[config.mk]
export PLATFORM = sky130hd
export DESIGN_NAME = wdit_watchdog_interval_timer
export DESIGN_NICKNAME = d
export VERILOG_FILES = /design/src/include/wdit_pkg.sv /design/src/hw/wdit_prescaler.sv /design/src/hw/wdit_watchdog_interval_timer.sv
export VERILOG_INCLUDE_DIRS = /design/src /design/src/include
export SDC_FILE = /design/constraint.sdc
export NUM_CORES = 1
export LEC_CHECK = 0
export ABC_AREA = 1
export BUFFER_PORTS_ARGS = -buffer_cell sky130_fd_sc_hd__buf_2
export CAP_MARGIN = 20
export CORE_AREA = 8 8 82 84
export CTS_CLUSTER_DIAMETER = 80
export DETAILED_ROUTE_END_ITERATION = 16
export DIE_AREA = 0 0 90 92
export GPL_TIMING_DRIVEN = 0
export HOLD_SLACK_MARGIN = 0.06
export PLACE_DENSITY = 0.8
export RECOVER_POWER = 25
export SYNTH_ARGS = -nofsm -noshare
export SYNTH_HDL_FRONTEND = slang
export SYNTH_SLANG_ARGS = --single-unit
[constraint.sdc]
create_clock -name mclk -period 2.53 [get_ports mclk]
set_input_delay 0.506 -clock mclk [delete_from_list [all_inputs] [get_ports mclk]]
set_output_delay 0.506 -clock mclk [all_outputs]
set_load 0.05 [all_outputs]
[src/include/wdit_regs.svh]
// Register offsets, field positions, reset values and keys of the watchdog interval timer
`ifndef WDIT_REGS_SVH
`define WDIT_REGS_SVH

// Register byte addresses; the decoder looks at the low 16 bits only
`define WDIT_CNT_IDX        32'hFFFF_E810
`define WDIT_CSR_IDX        32'hFFFF_E812

// Reset values
`define WDIT_CNT_RST        8'h00
`define WDIT_CSR_RST        8'h00

// Write keys carried in the upper byte of a 16-bit write
`define WDIT_CNT_KEY        8'h5A
`define WDIT_CSR_KEY        8'hA5

// Control/status field positions
`define WDIT_RUN_BIT        7
`define WDIT_MODE_BIT       6
`define WDIT_RSTTYPE_BIT    5
`define WDIT_WATCHDOG_OVERFLOW_FLAG_BIT       4
`define WDIT_INTERVAL_OVERFLOW_FLAG_BIT       3
`define WDIT_CKS_LSB        0
`define WDIT_CKS_W          3

// Counter width and its all-ones value
`define WDIT_CNT_W          8
`define WDIT_CNT_MAX        8'hFF

// Prescaler shift per clock choice, choice 7 in the top nibble
`define WDIT_DIV_SHIFTS     32'hC_A98_7650
`define WDIT_DIV_W          12
`define WDIT_NSEL           8

`endif

[src/include/wdit_pkg.sv]
// Types shared by the watchdog interval timer modules
`default_nettype none
package wdit_pkg;

	// Control/status register layout
	typedef struct packed {
		logic       countRun;
		logic       modeSelect;
		logic       resetType;
		logic       watchdogOverflowFlag;
		logic       intervalOverflowFlag;
		logic [2:0] countClockSelect;
	} wdit_csr_t;

	// Counting state, one-hot
	typedef enum logic [2:0] {
		ST_IDLE   = 3'b001,
		ST_RUN    = 3'b010,
		ST_SETTLE = 3'b100
	} wdit_state_t;

endpackage
`default_nettype wire

[src/hw/wdit_prescaler.sv]
// Free-running prescaler giving one count tick per selected division of mclk
`timescale 1ns/1ns
`default_nettype none
`include "wdit_regs.svh"

module wdit_prescaler
	import wdit_pkg::*;
#(
	parameter int                          NSEL   = `WDIT_NSEL,
	parameter int                          DIV_W  = `WDIT_DIV_W,
	parameter logic [4*`WDIT_NSEL-1:0]     SHIFTS = `WDIT_DIV_SHIFTS
) (
	// Clock and reset
	input  wire logic             mclk,
	input  wire logic             arst_n,
	// Selection and tick
	input  wire logic [2:0]       countClockSelect,
	output logic                  countTick
);

	logic [DIV_W-1:0] divider_ff;
	logic [NSEL-1:0]  tickAll;

	// Divider runs on every edge from reset onward
	always_ff @(posedge mclk or negedge arst_n) begin
		if (!arst_n) begin
			divider_ff <= '0;
		end else begin
			divider_ff <= divider_ff + 1'b1;
		end
	end

	// One tick decoder per clock choice
	genvar g;
	generate
		for (g = 0; g < NSEL; g++) begin : gTick
			localparam logic [DIV_W:0] FULL = (DIV_W+1)'(1) << SHIFTS[4*g +: 4];
			localparam logic [DIV_W-1:0] MASK = DIV_W'(FULL - (DIV_W+1)'(1));
			assign tickAll[g] = ((divider_ff & MASK) == MASK);
		end
	endgenerate

	// Selected tick
	assign countTick = tickAll[countClockSelect];

endmodule
`default_nettype wire

[src/hw/wdit_watchdog_interval_timer.sv]
// Watchdog and interval timer with classic Wishbone register access
`timescale 1ns/1ns
`default_nettype none
`include "wdit_regs.svh"

// Behaviour
// - One timer channel counting a clock derived from mclk.
// - Timer can count oscillator settling after leaving software standby.
// - Two modes selectable: watchdog and interval timer.
// - Watchdog mode overflow raises an internal chip reset request.
// - Interval mode overflow raises an interrupt request and no reset.
// - Eight count clocks from undivided down to one 4096th of mclk.
// - Watchdog reset is either power-on or manual reset.
// - Watchdog overflow drives the overflow pin low one count clock period.
// - 8-bit read/write counter increments on each selected count tick.
// - Counter keeps its value through its own internal reset.
// - Counter cleared to zero only by the external power-on reset.
// - Counter and control/status decoded at adjacent addresses, reset zero.
// - Control bit 7 starts and stops counting; stopped counter holds.
// - Control bit 6 selects mode: 0 interval, 1 watchdog.
// - Control bit 5 selects power-on or manual reset, ignored in interval.
// - Status bit 4 flags watchdog overflow, bit 3 interval overflow.
module wdit_watchdog_interval_timer
	import wdit_pkg::*;
(
	// Clock and external power-on reset
	input  wire logic        mclk,
	input  wire logic        arst_n,
	// Classic Wishbone slave
	input  wire logic        cyc_i,
	input  wire logic        stb_i,
	input  wire logic        we_i,
	input  wire logic [15:0] adr_i,
	input  wire logic [3:0]  sel_i,
	input  wire logic [31:0] dat_i,
	output logic [31:0]      dat_o,
	output logic             ack_o,
	// Standby exit settling request, same clock domain
	input  wire logic        standbySettleStart,
	output logic             standbySettleDone,
	// Overflow pin and chip-level requests
	output logic             overflowPulsePin_n,
	output logic             powerOnResetReq,
	output logic             manualResetReq,
	output logic             intervalIrq
);

	// Register byte addresses, two adjacent even places; low 16 bits decoded
	localparam logic [31:0] CNT_FULL = `WDIT_CNT_IDX;
	localparam logic [31:0] CSR_FULL = `WDIT_CSR_IDX;
	localparam logic [15:0] CNT_ADR  = CNT_FULL[15:0];
	localparam logic [15:0] CSR_ADR  = CSR_FULL[15:0];

	logic [`WDIT_CNT_W-1:0] watchdogCounter_ff;
	wdit_csr_t              watchdogControlStatus_ff;
	wdit_state_t            state_ff;
	wdit_state_t            nxt_state;
	logic                   ack_ff;
	logic [31:0]            rdData_ff;
	logic                   pinLow_ff;
	logic                   pinReset_ff;
	logic                   irq_ff;
	logic                   settleDone_ff;

	logic                   countTick;
	logic                   busReq;
	logic                   busWrite;
	logic                   hitCnt;
	logic                   hitCsr;
	logic                   wordAccess;
	logic                   cntWrite;
	logic                   csrWrite;
	logic                   countEn;
	logic                   countStep;
	logic                   wrap;
	logic                   wdOverflow;
	logic                   itOverflow;
	logic                   settleOverflow;

	// Prescaler with eight count clock choices
	wdit_prescaler #(
		.NSEL   (`WDIT_NSEL),
		.DIV_W  (`WDIT_DIV_W),
		.SHIFTS (`WDIT_DIV_SHIFTS)
	) uPrescaler (
		.mclk             (mclk),
		.arst_n           (arst_n),
		.countClockSelect (watchdogControlStatus_ff.countClockSelect),
		.countTick        (countTick)
	);

	// Bus decode; both registers use the low lane, dat bits 15:0 and sel bits 1:0
	assign busReq     = cyc_i && stb_i && !ack_ff;
	assign busWrite   = cyc_i && stb_i && ack_ff && we_i;
	assign hitCnt     = (adr_i[15:1] == CNT_ADR[15:1]);
	assign hitCsr     = (adr_i[15:1] == CSR_ADR[15:1]);
	assign wordAccess = (sel_i[1:0] == 2'b11);

	// Keyed word writes only; anything else leaves the registers alone
	assign cntWrite = busWrite && hitCnt && wordAccess
		&& (dat_i[15:8] == `WDIT_CNT_KEY);
	assign csrWrite = busWrite && hitCsr && wordAccess
		&& (dat_i[15:8] == `WDIT_CSR_KEY);

	// Counting and overflow classification
	assign countEn        = (state_ff != ST_IDLE);
	assign countStep      = countTick && countEn && !cntWrite;
	assign wrap           = countStep && (watchdogCounter_ff == `WDIT_CNT_MAX);
	assign settleOverflow = wrap && (state_ff == ST_SETTLE);
	assign wdOverflow     = wrap && (state_ff == ST_RUN)
		&& watchdogControlStatus_ff.modeSelect;
	assign itOverflow     = wrap && (state_ff == ST_RUN)
		&& !watchdogControlStatus_ff.modeSelect;

	// Ack one cycle after the request, dropped the cycle after
	always_ff @(posedge mclk or negedge arst_n) begin
		if (!arst_n) begin
			ack_ff <= 1'b0;
		end else begin
			ack_ff <= busReq;
		end
	end

	// Read data captured at request; unmapped reads return zero
	always_ff @(posedge mclk or negedge arst_n) begin
		if (!arst_n) begin
			rdData_ff <= 32'h0000_0000;
		end else if (busReq) begin
			if (hitCnt) begin
				rdData_ff <= {24'h00_0000, watchdogCounter_ff};
			end else if (hitCsr) begin
				rdData_ff <= {24'h00_0000, watchdogControlStatus_ff};
			end else begin
				rdData_ff <= 32'h0000_0000;
			end
		end
	end

	assign ack_o = ack_ff;
	assign dat_o = rdData_ff;

	// Counting state
	always_comb begin
		nxt_state = state_ff;
		unique case (state_ff)
			ST_IDLE: begin
				if (watchdogControlStatus_ff.countRun) begin
					nxt_state = ST_RUN;
				end
			end
			ST_RUN: begin
				if (!watchdogControlStatus_ff.countRun) begin
					nxt_state = ST_IDLE;
				end
			end
			ST_SETTLE: begin
				if (settleOverflow) begin
					nxt_state = ST_IDLE;
				end
			end
			default: begin
				nxt_state = ST_IDLE;
			end
		endcase
		if (standbySettleStart) begin
			nxt_state = ST_SETTLE;
		end
	end

	always_ff @(posedge mclk or negedge arst_n) begin
		if (!arst_n) begin
			state_ff <= ST_IDLE;
		end else begin
			state_ff <= nxt_state;
		end
	end

	// Counter; only the external reset clears it, its own reset request never does
	always_ff @(posedge mclk or negedge arst_n) begin
		if (!arst_n) begin
			watchdogCounter_ff <= `WDIT_CNT_RST;
		end else if (cntWrite) begin
			watchdogCounter_ff <= dat_i[7:0];
		end else if (countStep) begin
			watchdogCounter_ff <= watchdogCounter_ff + 8'h01;
		end
	end

	// Control fields written by keyed word write
	always_ff @(posedge mclk or negedge arst_n) begin
		if (!arst_n) begin
			watchdogControlStatus_ff.countRun         <= 1'b0;
			watchdogControlStatus_ff.modeSelect       <= 1'b0;
			watchdogControlStatus_ff.resetType        <= 1'b0;
			watchdogControlStatus_ff.countClockSelect <= 3'h0;
		end else if (csrWrite) begin
			watchdogControlStatus_ff.countRun         <= dat_i[`WDIT_RUN_BIT];
			watchdogControlStatus_ff.modeSelect       <= dat_i[`WDIT_MODE_BIT];
			watchdogControlStatus_ff.resetType        <= dat_i[`WDIT_RSTTYPE_BIT];
			watchdogControlStatus_ff.countClockSelect <=
				dat_i[`WDIT_CKS_LSB +: `WDIT_CKS_W];
		end
	end

	// Overflow flags: hardware set wins, writing 0 clears, writing 1 keeps
	always_ff @(posedge mclk or negedge arst_n) begin
		if (!arst_n) begin
			watchdogControlStatus_ff.watchdogOverflowFlag <= 1'b0;
			watchdogControlStatus_ff.intervalOverflowFlag <= 1'b0;
		end else begin
			watchdogControlStatus_ff.watchdogOverflowFlag <= wdOverflow
				|| (watchdogControlStatus_ff.watchdogOverflowFlag
				&& !(csrWrite && !dat_i[`WDIT_WATCHDOG_OVERFLOW_FLAG_BIT]));
			watchdogControlStatus_ff.intervalOverflowFlag <= itOverflow
				|| (watchdogControlStatus_ff.intervalOverflowFlag
				&& !(csrWrite && !dat_i[`WDIT_INTERVAL_OVERFLOW_FLAG_BIT]));
		end
	end

	// Overflow pin low from overflow until the next count tick
	always_ff @(posedge mclk or negedge arst_n) begin
		if (!arst_n) begin
			pinLow_ff   <= 1'b0;
			pinReset_ff <= 1'b0;
		end else if (wdOverflow) begin
			pinLow_ff   <= 1'b1;
			pinReset_ff <= watchdogControlStatus_ff.resetType;
		end else if (countTick) begin
			pinLow_ff   <= 1'b0;
		end
	end

	assign overflowPulsePin_n = !pinLow_ff;
	assign powerOnResetReq    = pinLow_ff && !pinReset_ff;
	assign manualResetReq     = pinLow_ff && pinReset_ff;

	// Interval interrupt pulse and settling completion pulse
	always_ff @(posedge mclk or negedge arst_n) begin
		if (!arst_n) begin
			irq_ff        <= 1'b0;
			settleDone_ff <= 1'b0;
		end else begin
			irq_ff        <= itOverflow;
			settleDone_ff <= settleOverflow;
		end
	end

	assign intervalIrq       = irq_ff;
	assign standbySettleDone = settleDone_ff;
endmodule
`default_nettype wire

# ---- Yosys cells after proc, flatten, opt, wreduce, memory -nomap -nowiden
# Index checks and enable logic that the tools add are counted.
dict set report totals {
  ff_bits 68
  input_bits 58
  output_inout_bits 38
  word_cells 88
}
dict set report op_classes {
  add_sub_neg 2
  order_cmp 1
  n_eq_ne 20
  n_mux 13
  n_reduce_logical 37
}
# operator count
set op_table {}
lappend op_table {{32-bit 2-to-1 mux} 1}
lappend op_table {{15-bit equality test, second input constant} 2}
lappend op_table {{8-bit equality test, second input constant} 3}
lappend op_table {{8-bit 2-to-1 mux} 3}
lappend op_table {{1-bit logical AND} 23}
lappend op_table {{12-bit by 1-bit adder with 12-bit output, second input constant} 1}
lappend op_table {{12-bit equality test, second input constant} 1}
lappend op_table {{3-bit 2-to-1 mux} 4}
lappend op_table {{10-bit equality test, second input constant} 1}
lappend op_table {{9-bit equality test, second input constant} 1}
lappend op_table {{1-bit zero test} 9}
lappend op_table {{3-bit inequality test, second input constant} 3}
lappend op_table {{3-bit case mux with 3 select lines} 1}
lappend op_table {{8-bit by 1-bit adder with 8-bit output, second input constant} 1}
lappend op_table {{8-bit by 7-bit equality test with 1-bit output, second input constant} 1}
lappend op_table {{7-bit equality test, second input constant} 1}
lappend op_table {{6-bit equality test, second input constant} 1}
lappend op_table {{5-bit equality test, second input constant} 1}
lappend op_table {{3-bit by 4-bit less-than comparator with 1-bit output, second input constant} 1}
lappend op_table {{2-bit nonzero test} 2}
lappend op_table {{1-bit binary-select mux with 3-bit select} 1}
lappend op_table {{3-bit by 1-bit equality test with 1-bit output, second input constant} 1}
lappend op_table {{3-bit by 2-bit equality test with 1-bit output, second input constant} 1}
lappend op_table {{3-bit equality test, second input constant} 1}
lappend op_table {{5 further kinds} 8}

# ---- Depth between registers and ports, before layout
# Gate-level depths: netlist of the first run.
dict set report depth {
  word_depth 13
  depth_mapped 15
  ltp_nobuf 15
}

# ---- Cells and area by module
# From an unflattened synthesis of the first run, not the netlist that was laid out.
dict set report hier_totals {
  cells_unflattened 327
  hier_area_um2 2607.5
}
# mod instances cells_each area_per_inst_um2 seq_area_each_um2
set by_module_without_submodules {}
lappend by_module_without_submodules {wdit_watchdog_interval_timer 1 258 1991.9 802.0}
lappend by_module_without_submodules {wdit_prescaler 1 69 615.6 300.3}

# ---- Worst setup path before layout of the first run
# No wires, ideal clock.
dict set report synth_timing {
  path_kind {register -> output}
  start {reg pinLow_ff}
  end {out powerOnResetReq}
  t_arrival_ns 1.275
  required_ns 2.024
  path_slack_ns 0.749
  stages_incl_launch_ff 3
  path_buffers 0
  cell_sequence {dfrtp_1 inv_1 nor2_1}
}
dict set report synth_via {
  elab_chain_cells 1
}
# element line_no
set synth_lines {}
lappend synth_lines {{from (decl)} wdit_watchdog_interval_timer.sv:60} ;# logic pinLow_ff;
lappend synth_lines {{from (signal assigned)} wdit_watchdog_interval_timer.sv:223} ;# pinLow_ff <= 1'b0;
lappend synth_lines {{from (signal assigned)} wdit_watchdog_interval_timer.sv:226} ;# pinLow_ff <= 1'b1;
lappend synth_lines {{from (signal assigned)} wdit_watchdog_interval_timer.sv:229} ;# pinLow_ff <= 1'b0;
lappend synth_lines {{1-bit logical AND} wdit_watchdog_interval_timer.sv:234} ;# assign powerOnResetReq = pinLow_ff && !pinReset_ff;
lappend synth_lines {{to (decl)} wdit_watchdog_interval_timer.sv:43} ;# output logic powerOnResetReq,
# Every way passes these cells.

# ---- Worst setup path in the final report of the first run
dict set report layout_timing {
  start {reg uPrescaler.divider_ff[0]}
  end {reg pinReset_ff}
}
dict set report layout_via {
  elab_chain_cells 8
  elab_cells_between_ends 14
  classes_between {eq/ne (7); mux (2); reduce/logical (5)}
}
# element line_no
set layout_lines {}
lappend layout_lines {{from (decl)} wdit_prescaler.sv:21} ;# logic [DIV_W-1:0] divider_ff;
lappend layout_lines {{from (signal assigned)} wdit_prescaler.sv:29} ;# divider_ff <= divider_ff + 1'b1;
lappend layout_lines {{12-bit equality test (tied with other cells)} wdit_prescaler.sv:39} ;# assign tickAll[g] = ((divider_ff & MASK) == MASK);
lappend layout_lines {{1-bit binary-select mux with 3-bit select (*)} wdit_prescaler.sv:44} ;# assign countTick = tickAll[countClockSelect];
lappend layout_lines {{1-bit 2-to-1 mux (implied by the code) (*)} wdit_prescaler.sv:44}
lappend layout_lines {{1-bit logical AND (*) (2 in a row)} wdit_watchdog_interval_timer.sv:107} ;# assign countStep = countTick && countEn && !cntWrite;
lappend layout_lines {{1-bit logical AND (*)} wdit_watchdog_interval_timer.sv:108} ;# assign wrap = countStep && (watchdogCounter_ff == `WDIT_CNT_MAX);
lappend layout_lines {{1-bit logical AND (*)} wdit_watchdog_interval_timer.sv:110} ;# assign wdOverflow = wrap && (state_ff == ST_RUN)
lappend layout_lines {{1-bit logical AND (*)} wdit_watchdog_interval_timer.sv:111} ;# && watchdogControlStatus_ff.modeSelect;
lappend layout_lines {{to (signal assigned)} wdit_watchdog_interval_timer.sv:227} ;# pinReset_ff <= watchdogControlStatus_ff.resetType;
lappend layout_lines {{to (decl)} wdit_watchdog_interval_timer.sv:61} ;# logic pinReset_ff;
# Every way passes the cells marked *; elsewhere a longest branch is shown, timed or not. The select of a mux whose other input is x is not followed.
# A chain may end at the register's enable or synchronous reset.

==> results.tsv, run 1 <==
metric	value	unit
grt_pass1_wl	9853	um
final_layout_size_suffix_gt1_frac	0.2987	
cts.sinks	44	
async_flop_share	1.000	
critical_path_arrival	2210	ps
holdBufCountCts	0	
yosysMostFrequentCell	nand2_1	
synth_cell_types	34	
vias_per_cell	4.711	
crit_type	register to register	
r2r_setup_slack	500	ps
synth_common_cells	nand2_1, dfrtp_1, inv_1, nor2_1, buf_4	
crit-reg2reg-launch	uPrescaler.divider_ff[0]	
root_buffer	clkbuf_8	
gp_congestion	0.8666	
insertedDiodeCount	0	
period_minus_slack	2025	ps
hold_violations	0	
numCtsBuffers	5	
tightestPinTransition	1059	ps
synth_area_leaders	dfrtp_1, nand2_1, buf_4	
critPathBufInv	0	
wl	5743	um
max-clock-path-buffers	2	
ys_ff_latch	44	
relSlewSlack	0.2941	
wire_per_inst	12.30	um
maxSlewViolCount	0	
cts-resized-gates	0	
p_per_area	581.2	nW/um^2
crit_path_cell_trace	ha_1 > nand3_2 > nor2_4 > ha_1 > nor2_1 > nor2_1 > nand2_1 > nand3_2 > nand4_4 > nor2_2 > nand3_1 > nand2_1 > nand2_1	
startpoint_type	register	
die_x	90	um
io_pins	96	
yosysWarnings	0	
syn_to_final_growth	20.31	%
cap_violations	0	
dr.pass1.iters	4	
avgSynthCellArea	8.313	sq um
ant_nets	0	
grt_pass1_vias	2215	
timing.rr.end	pinReset_ff	
achievable-frequency	493.7	MHz
cts_tree	yes	
max_stage_delay	370	ps
cp.required	2720	ps
yosysTopAreaCell	dfrtp_1	
postSynthCellCount	312	
finalPower	1814	uW
period_share	0.8006	
hold_path_class	input pin to async pin	
finalSetupViolCount	0	
grt.overflow.total	0	
syn_area	2594	sq um
start_util	0.4799	
antenna_found_initial	0	
worstSetupEndpointType	register	
postCtsSetupBuffers	0	
port_buffers	52	
fin_nets	456	
skew	2.630	ps
row_count	27	
drtIter0Drc	142	
synth_ff_type	dfrtp_1	
hpwl	4773	um
h-tree-depth	2	
reg2reg_depth	13	
grt_max_degree	45	
dr_total_vias	2200	
slowest_stage	dfrtp_1	
clk_pin_slew	80	ps
synth.top_cell.area_share	0.4149	
critPathTopFamily	simple AND/OR/NAND/NOR gates	
die_area	8280	sq um
worstPathMaxFanout	5	
rsz0062_at_grt	no	
cpMostUsedCell	nand2_1	
ir_drop	0.3420	mV
p_leak	0.001646	uW
status	finished clean	
ys_seq_area_frac	0.4250	
synth-edff-count	0	
drc	0	
clock_latency	290	ps
core_area	5405	sq um
fillCellCount	498	
fin_tns_setup	0	ps
die_h	92	um
track_usage	0.1406	
## layer usage
layer  vias to the layer above  wire (um)  GRT usage
met5                         -          0          0
met3                         5        292    0.03830
li1                       1114          -          -
met1                      1034       2394     0.1623
met2                        47       3006     0.2521
met4                         0         51    0.03467
## flip-flops by register name (all words and copies together), names as in the netlist
| register | cells |
|---|---|
| watchdogControlStatus_ff | 8 |
| dat_o | 8 |
| ack_o | 1 |
| intervalIrq | 1 |
| pinLow_ff | 1 |
| standbySettleDone | 1 |
| state_ff | 3 |
| uPrescaler.divider_ff | 12 |
| watchdogCounter_ff | 8 |
| pinReset_ff | 1 |
## worst max path at each step
stage	start	to	cells past startpoint	slack [ps]
5_1_grt	uPrescaler.divider_ff[0]	pinReset_ff	13	290
2_1_floorplan	pinLow_ff	powerOnResetReq	2	750
3_3_place_gp	adr_i[2]	watchdogControlStatus_ff[6]	8	520
6_report	uPrescaler.divider_ff[0]	pinReset_ff	13	500
3_5_place_dp	adr_i[10]	watchdogControlStatus_ff[6]	8	460
4_1_cts	uPrescaler.divider_ff[0]	pinReset_ff	13	490
## stage by stage
| step | std cells | hold WS, ps | util | setup slack (ps) | area, sq um |
|---|---|---|---|---|---|
| after detailed placement | 459 | 441.4 | 0.5606 | 459.6 | 3030 |
| after floorplan | 335 | 210.4 | - | 748.8 | 2680 |
| after global routing | 467 | 470.4 | 0.5773 | 293.5 | 3120 |
| after global placement | 459 | 436.3 | 0.5606 | 520.3 | 3030 |
| final | 467 | 395.3 | 0.5773 | 504.6 | 3120 |
| after CTS | 467 | 393.7 | 0.5773 | 489.0 | 3120 |
## worst register-to-register path, cell delays in order, from the launching register on
cell and delay [ps]:
dfrtp_1 370, ha_1 220, nand3_2 130, nor2_4 120, ha_1 140, nor2_1 40, nor2_1 80, nand2_1 70
nand3_2 130, nand4_4 120, nor2_2 150, nand3_1 180, nand2_1 120, nand2_1 50
## layout by cell type (no fill, tap or decap), types with 5 or more instances in the layout
master | synthesis | routed
buf_2 | 0 | 51
inv_1 | 37 | 37
nand3_1 | 16 | 16
clkbuf_8 | 0 | 6
o21ai_2 | 6 | 6
nand2_1 | 65 | 65
dfrtp_1 | 43 | 43
a31oi_1 | 8 | 8
nor3_1 | 5 | 5
nor2_1 | 37 | 37
xor2_1 | 9 | 9
o221ai_1 | 5 | 5
buf_4 | 24 | 24
nor2_2 | 5 | 5
nand2_2 | 8 | 8
conb_1 | 1 | 24
## cell families (layout without fill, tap and decap cells)
kind of cell,Yosys count,count (layout),share of synthesized area
AO/OA/AOI/OAI,30,30,0.08152
XOR/XNOR,11,11,0.03715
adder cells (fa/ha/maj),4,4,0.01930
buffers and inverters,66,126,0.1331
flip-flops,44,44,0.4250
other,1,24,0.001446
AND/OR/NAND/NOR,156,156,0.3025
## final cells by class
cell class,count,area (sq um),area share
Sequential cell,44,1102,0.3532
Buffer,26,195.2,0.06255
Inverter,40,150.1,0.04812
Clock buffer,8,90.09,0.02887
Timing Repair Buffer,52,260.3,0.08340
Tap cell,72,90.09,0.02887
Multi-Input combinational cell,225,1232,0.3949
## where the power goes
group / switching (uW) / total (uW) / internal [uW]
logic: 335 / 503 / 168
registers: 82.2 / 865 / 783
clock network: 223 / 446 / 223
Power figures use the tool's default switching activity.
==> run 2, diff against run 1 <==
--- a/config.mk
+++ b/config.mk
@@ -9,13 +9,13 @@
 export ABC_AREA = 1
 export BUFFER_PORTS_ARGS = -buffer_cell sky130_fd_sc_hd__buf_2
 export CAP_MARGIN = 20
-export CORE_AREA = 8 8 82 84
+export CORE_AREA = 8 8 85 87
 export CTS_CLUSTER_DIAMETER = 80
 export DETAILED_ROUTE_END_ITERATION = 16
-export DIE_AREA = 0 0 90 92
+export DIE_AREA = 0 0 93 95
 export GPL_TIMING_DRIVEN = 0
 export HOLD_SLACK_MARGIN = 0.06
-export PLACE_DENSITY = 0.8
+export PLACE_DENSITY = 0.78
 export RECOVER_POWER = 25
 export SYNTH_ARGS = -nofsm -noshare
 export SYNTH_HDL_FRONTEND = slang
==> constraint.sdc (replaced) <==
create_clock -name mclk -period 1.8 [get_ports mclk]
set_input_delay 0.36 -clock mclk [delete_from_list [all_inputs] [get_ports mclk]]
set_output_delay 0.36 -clock mclk [all_outputs]
set_load 0.05 [all_outputs]
==> results.tsv, run 2 (synthesized netlist as in run 1, its figures left out) <==
metric	value	unit	change
layout_commonest_cell	nand2_1		
tightestPinTransition	950.3	ps	-108.5 ps
finalSetupViolCount	17		+17
final_area	3359	sq um	+7.7%
achievable-frequency	503.3	MHz	+1.9%
grt.overflow.total	0		unchanged
final_layout_size_suffix_gt1_frac	0.3710		+0.07227
grt_pass1_vias	2226		+0.50%
failed_checks	setup timing		
p_leak	0.001732	uW	+5.2%
largest_register_ffs	12		unchanged
grt_max_degree	45		unchanged
grt.met2_usage	0.2609		+0.008800
clock_latency	300	ps	about the same
skew	10.67	ps	+8.044 ps
h-tree-depth	2		unchanged
max-clock-path-buffers	2		unchanged
status	finished, violations left		
relSlewSlack	0.3665		+0.07234
fin_util	0.5777		about the same
grt_pass1_wl	9936	um	+0.84%
dp_cells	462		+0.65%
hold_path_class	input pin to async pin		
cap_violations	0		unchanged
cts.sinks	44		unchanged
vias_per_cell	4.797		+1.8%
mostFrequentLayoutCells	nand2_1, buf_2, dfrtp_1		
gp_congestion	0.9231		+6.5%
antenna_found_initial	0		unchanged
reg2reg_depth	13		unchanged
regMostFlops	uPrescaler.divider_ff		
cp.required	1990	ps	-730 ps
dr_total_vias	2312		+5.1%
io_pins	96		unchanged
hold_violations	0		unchanged
insertedDiodeCount	0		unchanged
rsz0062_at_grt	yes		
fin_tns_setup	-2364	ps	-2364 ps
wire_per_inst	13.40	um	+9.0%
startpoint_type	register		
place_area	3034	sq um	+0.12%
port_buffers	52		unchanged
numCtsBuffers	5		unchanged
core_area	5816	sq um	+7.6%
met3_usage	0.04444		+0.006140
maxSlewViolCount	0		unchanged
period_share	1.104		+0.3032
period_minus_slack	1987	ps	-38.58 ps
track_usage	0.1395		-0.001124
final_cells	482		+3.2%
crit_type	register to register		
holdBufCountCts	0		unchanged
ant_nets	0		unchanged
start_util	0.4460		-0.03386
fin_nets	468		+2.6%
clk_pin_slew	90	ps	about the same
critical_path_arrival	2180	ps	-30 ps
whs	196.7	ps	-198.6 ps
hpwl	4688	um	-1.8%
wl	6461	um	+13%
top_usage_layer	met2		
row_count	28		+3.7%
p_per_area	777.9	nW/um^2	+34%
worstSetupEndpointType	register		
syn_to_final_growth	29.52	%	
ir_drop	0.3351	mV	-2.0%
dr.pass1.iters	4		unchanged
drtIter0Drc	114		-20%
worstPathMaxFanout	3		-2
die_h	95	um	+3.3%
die_area	8835	sq um	+6.7%
root_buffer	clkbuf_8		
grtUsageMet1	0.1465		-0.01581
cts_tree	yes		
layout_setup_ws	-186.8	ps	-691.4 ps
drc	0		unchanged
die_x	93	um	+3.3%
==> run 2: cell types whose count changed in the layout (fill, tap and decap cells not counted), moves of 4 or more <==
| cell | delta |
|---|---|
| buf_4 | +11 |
| nand2_1 | -8 |
| nand2_2 | +6 |
| nand3_4 | +4 |
| nor2_1 | -4 |
==> run 2: worst max-delay path, stage by stage (launching register included) <==
cell and delay, ps:
dfrtp_1 410, ha_4 190, nand3_4 90, nor2_4 130, ha_4 140, nor2_2 30, nor2_1 120, nand2_1 120
nand3_4 120, nand4_4 100, nor2_4 150, nand3_4 110, nand2_2 90, nand2_1 40
==> run 2: stage by stage <==
stage               setup slack, ps  total power, uW
global route                 -339.0             2744
finish                       -186.8             2613
global placement             -172.0             1911
floorplan                     38.99             1751
CTS                          -34.48             2603
detailed placement           -223.7             1933
==> run 2: timing repair <==
action,CTS,global route
buffers inserted,8,4
gates resized for setup,15,17
pin swaps,9,6
endpoints found under the setup margin,17,17
hold endpoints to repair,0,0
==> run 2: final cells by class <==
cell class / instances / area (sq um)
fillers: 520 / 2456
flip-flops and latches: 44 / 1102
repair buffers: 64 / 354.1
well taps: 75 / 93.84
clock buffers: 6 / 82.58
multi-input cells: 225 / 1369
clock inverters: 2 / 10.01
inverters: 40 / 152.6
plain buffers: 26 / 195.2
==> run 2: path summary, 6_finish.rpt <==
kind | slack, ps | startpoint | to
worst max-delay path | -190 | uPrescaler.divider_ff[0] | pinReset_ff
worst min-delay path | 200 | arst_n | uPrescaler.divider_ff[7]
worst max register to register | -190 | uPrescaler.divider_ff[0] | pinReset_ff
worst min register to register | 480 | uPrescaler.divider_ff[11] | uPrescaler.divider_ff[11]
max in group asynchronous | 1000 | arst_n | dat_o[0]
min in group mclk | 310 | dat_i[3] | watchdogCounter_ff[3]
==> run 2: layer usage <==
metal	wire, um	share of wire
met1	2436	0.38
met2	3418	0.53
met3	463	0.072
met4	144	0.022
met5	0	0
==> run 2: where the power goes <==
group,switching [uW],total (uW),internal (uW)
registers,114,1210,1100
clock network,342,648,307
logic,491,751,260
==> run 3, diff against run 2 <==
--- a/config.mk
+++ b/config.mk
@@ -9,13 +9,13 @@
 export ABC_AREA = 1
 export BUFFER_PORTS_ARGS = -buffer_cell sky130_fd_sc_hd__buf_2
 export CAP_MARGIN = 20
-export CORE_AREA = 8 8 85 87
-export CTS_CLUSTER_DIAMETER = 80
+export CORE_AREA = 8 8 82 84
+export CTS_CLUSTER_DIAMETER = 30
 export DETAILED_ROUTE_END_ITERATION = 16
-export DIE_AREA = 0 0 93 95
+export DIE_AREA = 0 0 90 92
 export GPL_TIMING_DRIVEN = 0
 export HOLD_SLACK_MARGIN = 0.06
-export PLACE_DENSITY = 0.78
+export PLACE_DENSITY = 0.8
 export RECOVER_POWER = 25
 export SYNTH_ARGS = -nofsm -noshare
 export SYNTH_HDL_FRONTEND = slang
==> constraint.sdc (replaced) <==
create_clock -name mclk -period 2.19 [get_ports mclk]
set_input_delay 0.438 -clock mclk [delete_from_list [all_inputs] [get_ports mclk]]
set_output_delay 0.438 -clock mclk [all_outputs]
set_load 0.05 [all_outputs]
==> results.tsv, run 3 (synthesized netlist as in run 1, its figures left out) <==
metric	value	unit	change
status	finished clean		
clock_latency	290	ps	about the same
layout_commonest_cell	nand2_1		
clk_pin_slew	80	ps	about the same
dr.pass1.iters	4		unchanged
row_count	27		-3.6%
layout_setup_ws	222.3	ps	+409.2 ps
crit-reg2reg-launch	uPrescaler.divider_ff[0]		
grt_pass1_vias	2215		-0.49%
seq_area	1102	sq um	unchanged
crit_type	register to register		
fin_tns_setup	0	ps	+2364 ps
mostFrequentLayoutCells	nand2_1, buf_2, dfrtp_1		
multiInputGateArea	1240	sq um	-9.4%
final_cells	467		-3.1%
hpwl	4773	um	+1.8%
rsz0062_at_grt	no		
tightestPinTransition	1076	ps	+125.5 ps
hold_path_class	input pin to async pin		
reg2reg_depth	13		unchanged
ir_drop	0.3964	mV	+18%
root_buffer	clkbuf_8		
finalSetupViolCount	0		-17
startpoint_type	register		
largest_register_ffs	12		unchanged
syn_to_final_growth	20.60	%	
grtUsageMet1	0.1623		+0.01581
pre_cts_slack	168.4	ps	+392.1 ps
top_usage_layer	met2		
place_area	3030	sq um	-0.12%
start_util	0.4799		+0.03386
dr_total_vias	2191		-5.2%
grt.overflow.total	0		unchanged
cts_tree	yes		
worstSetupEndpointType	register		
drc	0		unchanged
achievable-frequency	508.2	MHz	+0.97%
io_pins	96		unchanged
grt.met2_usage	0.2521		-0.008800
drtIter0Drc	151		+32%
gp_congestion	0.8666		-6.1%
worstPathMaxFanout	5		+2
dp_cells	459		-0.65%
hold_violations	0		unchanged
die_x	90	um	-3.2%
grt_max_degree	45		unchanged
wire_per_inst	12.36	um	-7.8%
h-tree-depth	2		unchanged
cp.required	2380	ps	+390 ps
p_per_area	670.6	nW/um^2	-14%
p_leak	0.001645	uW	-5.0%
numCtsBuffers	5		unchanged
vias_per_cell	4.692		-2.2%
skew	4.018	ps	-6.656 ps
die_area	8280	sq um	-6.3%
fillCellCount	497		-4.4%
regMostFlops	uPrescaler.divider_ff		
met3_usage	0.03830		-0.006140
critPathCapture	pinReset_ff		
ant_nets	0		unchanged
final_layout_size_suffix_gt1_frac	0.3038		-0.06721
fin_nets	456		-2.6%
relSlewSlack	0.2828		-0.08369
max-clock-path-buffers	2		unchanged
track_usage	0.1406		+0.001124
period_share	0.8985		-0.2053
period_minus_slack	1968	ps	-19.16 ps
timing.rr.end	pinReset_ff		
cap_violations	0		unchanged
wl	5770	um	-11%
grt_pass1_wl	9853	um	-0.84%
die_h	92	um	-3.2%
core_area	5405	sq um	-7.1%
r2r_setup_slack	220	ps	+410 ps
critical_path_arrival	2160	ps	-20 ps
postCtsSetupBuffers	0		-8
port_buffers	52		unchanged
final_area	3128	sq um	-6.9%
antenna_found_initial	0		unchanged
cts.sinks	44		unchanged
insertedDiodeCount	0		unchanged
setup.worst_path.start	uPrescaler.divider_ff[0]		
maxSlewViolCount	0		unchanged
[run 3: what timing repair did]
action                                 in CTS  in global routing
setup endpoints to repair                   0                  3
endpoints found under the hold margin       0                  0
hold buffers                                0                  0
gates resized for setup                     0                  2
[run 3: routing by layer]
| layer | share of wire | routed length (um) |
|---|---|---|
| met5 | 0 | 0 |
| met2 | 0.52 | 3011 |
| met1 | 0.42 | 2401 |
| met3 | 0.052 | 298 |
| met4 | 0.010 | 59 |
[run 3: worst min-delay path by stage]
stage,to
final,state_ff[2]
after global routing,watchdogControlStatus_ff[4]
after CTS,intervalIrq
after detailed placement,uPrescaler.divider_ff[0]
after global placement,uPrescaler.divider_ff[0]
after floorplan,ack_o
[run 3: where the power goes]
group          switching, uW  internal (uW)
clock                    260            257
combinational            386            194
sequential              95.4            904
[run 3: area by class of cell]
cell class,count,area share
repair buffers,52,0.08320
clock buffers,8,0.02880
plain buffers,26,0.06240
well taps,72,0.02880
inverters,40,0.04800
multi-input cells,225,0.3964
flip-flops and latches,44,0.3524
[run 3: per-stage QoR]
step	power (uW)	hold slack (ps)	util
5_1_grt	2207	402.4	0.5787
3_5_place_dp	1594	441.4	0.5606
3_3_place_gp	1571	436.3	0.5606
6_report	2098	334.9	0.5787
4_1_cts	2100	325.7	0.5773
2_1_floorplan	1439	142.4	-
[run 3: worst max-delay path, cell delays in order, from the launching register on]
cell	delay, ps
dfrtp_1	370
ha_2	210
nand3_2	120
nor2_4	120
ha_1	140
nor2_1	40
nor2_1	80
nand2_1	70
nand3_2	130
nand4_4	120
nor2_2	170
nand3_2	140
nand2_1	100
nand2_1	50
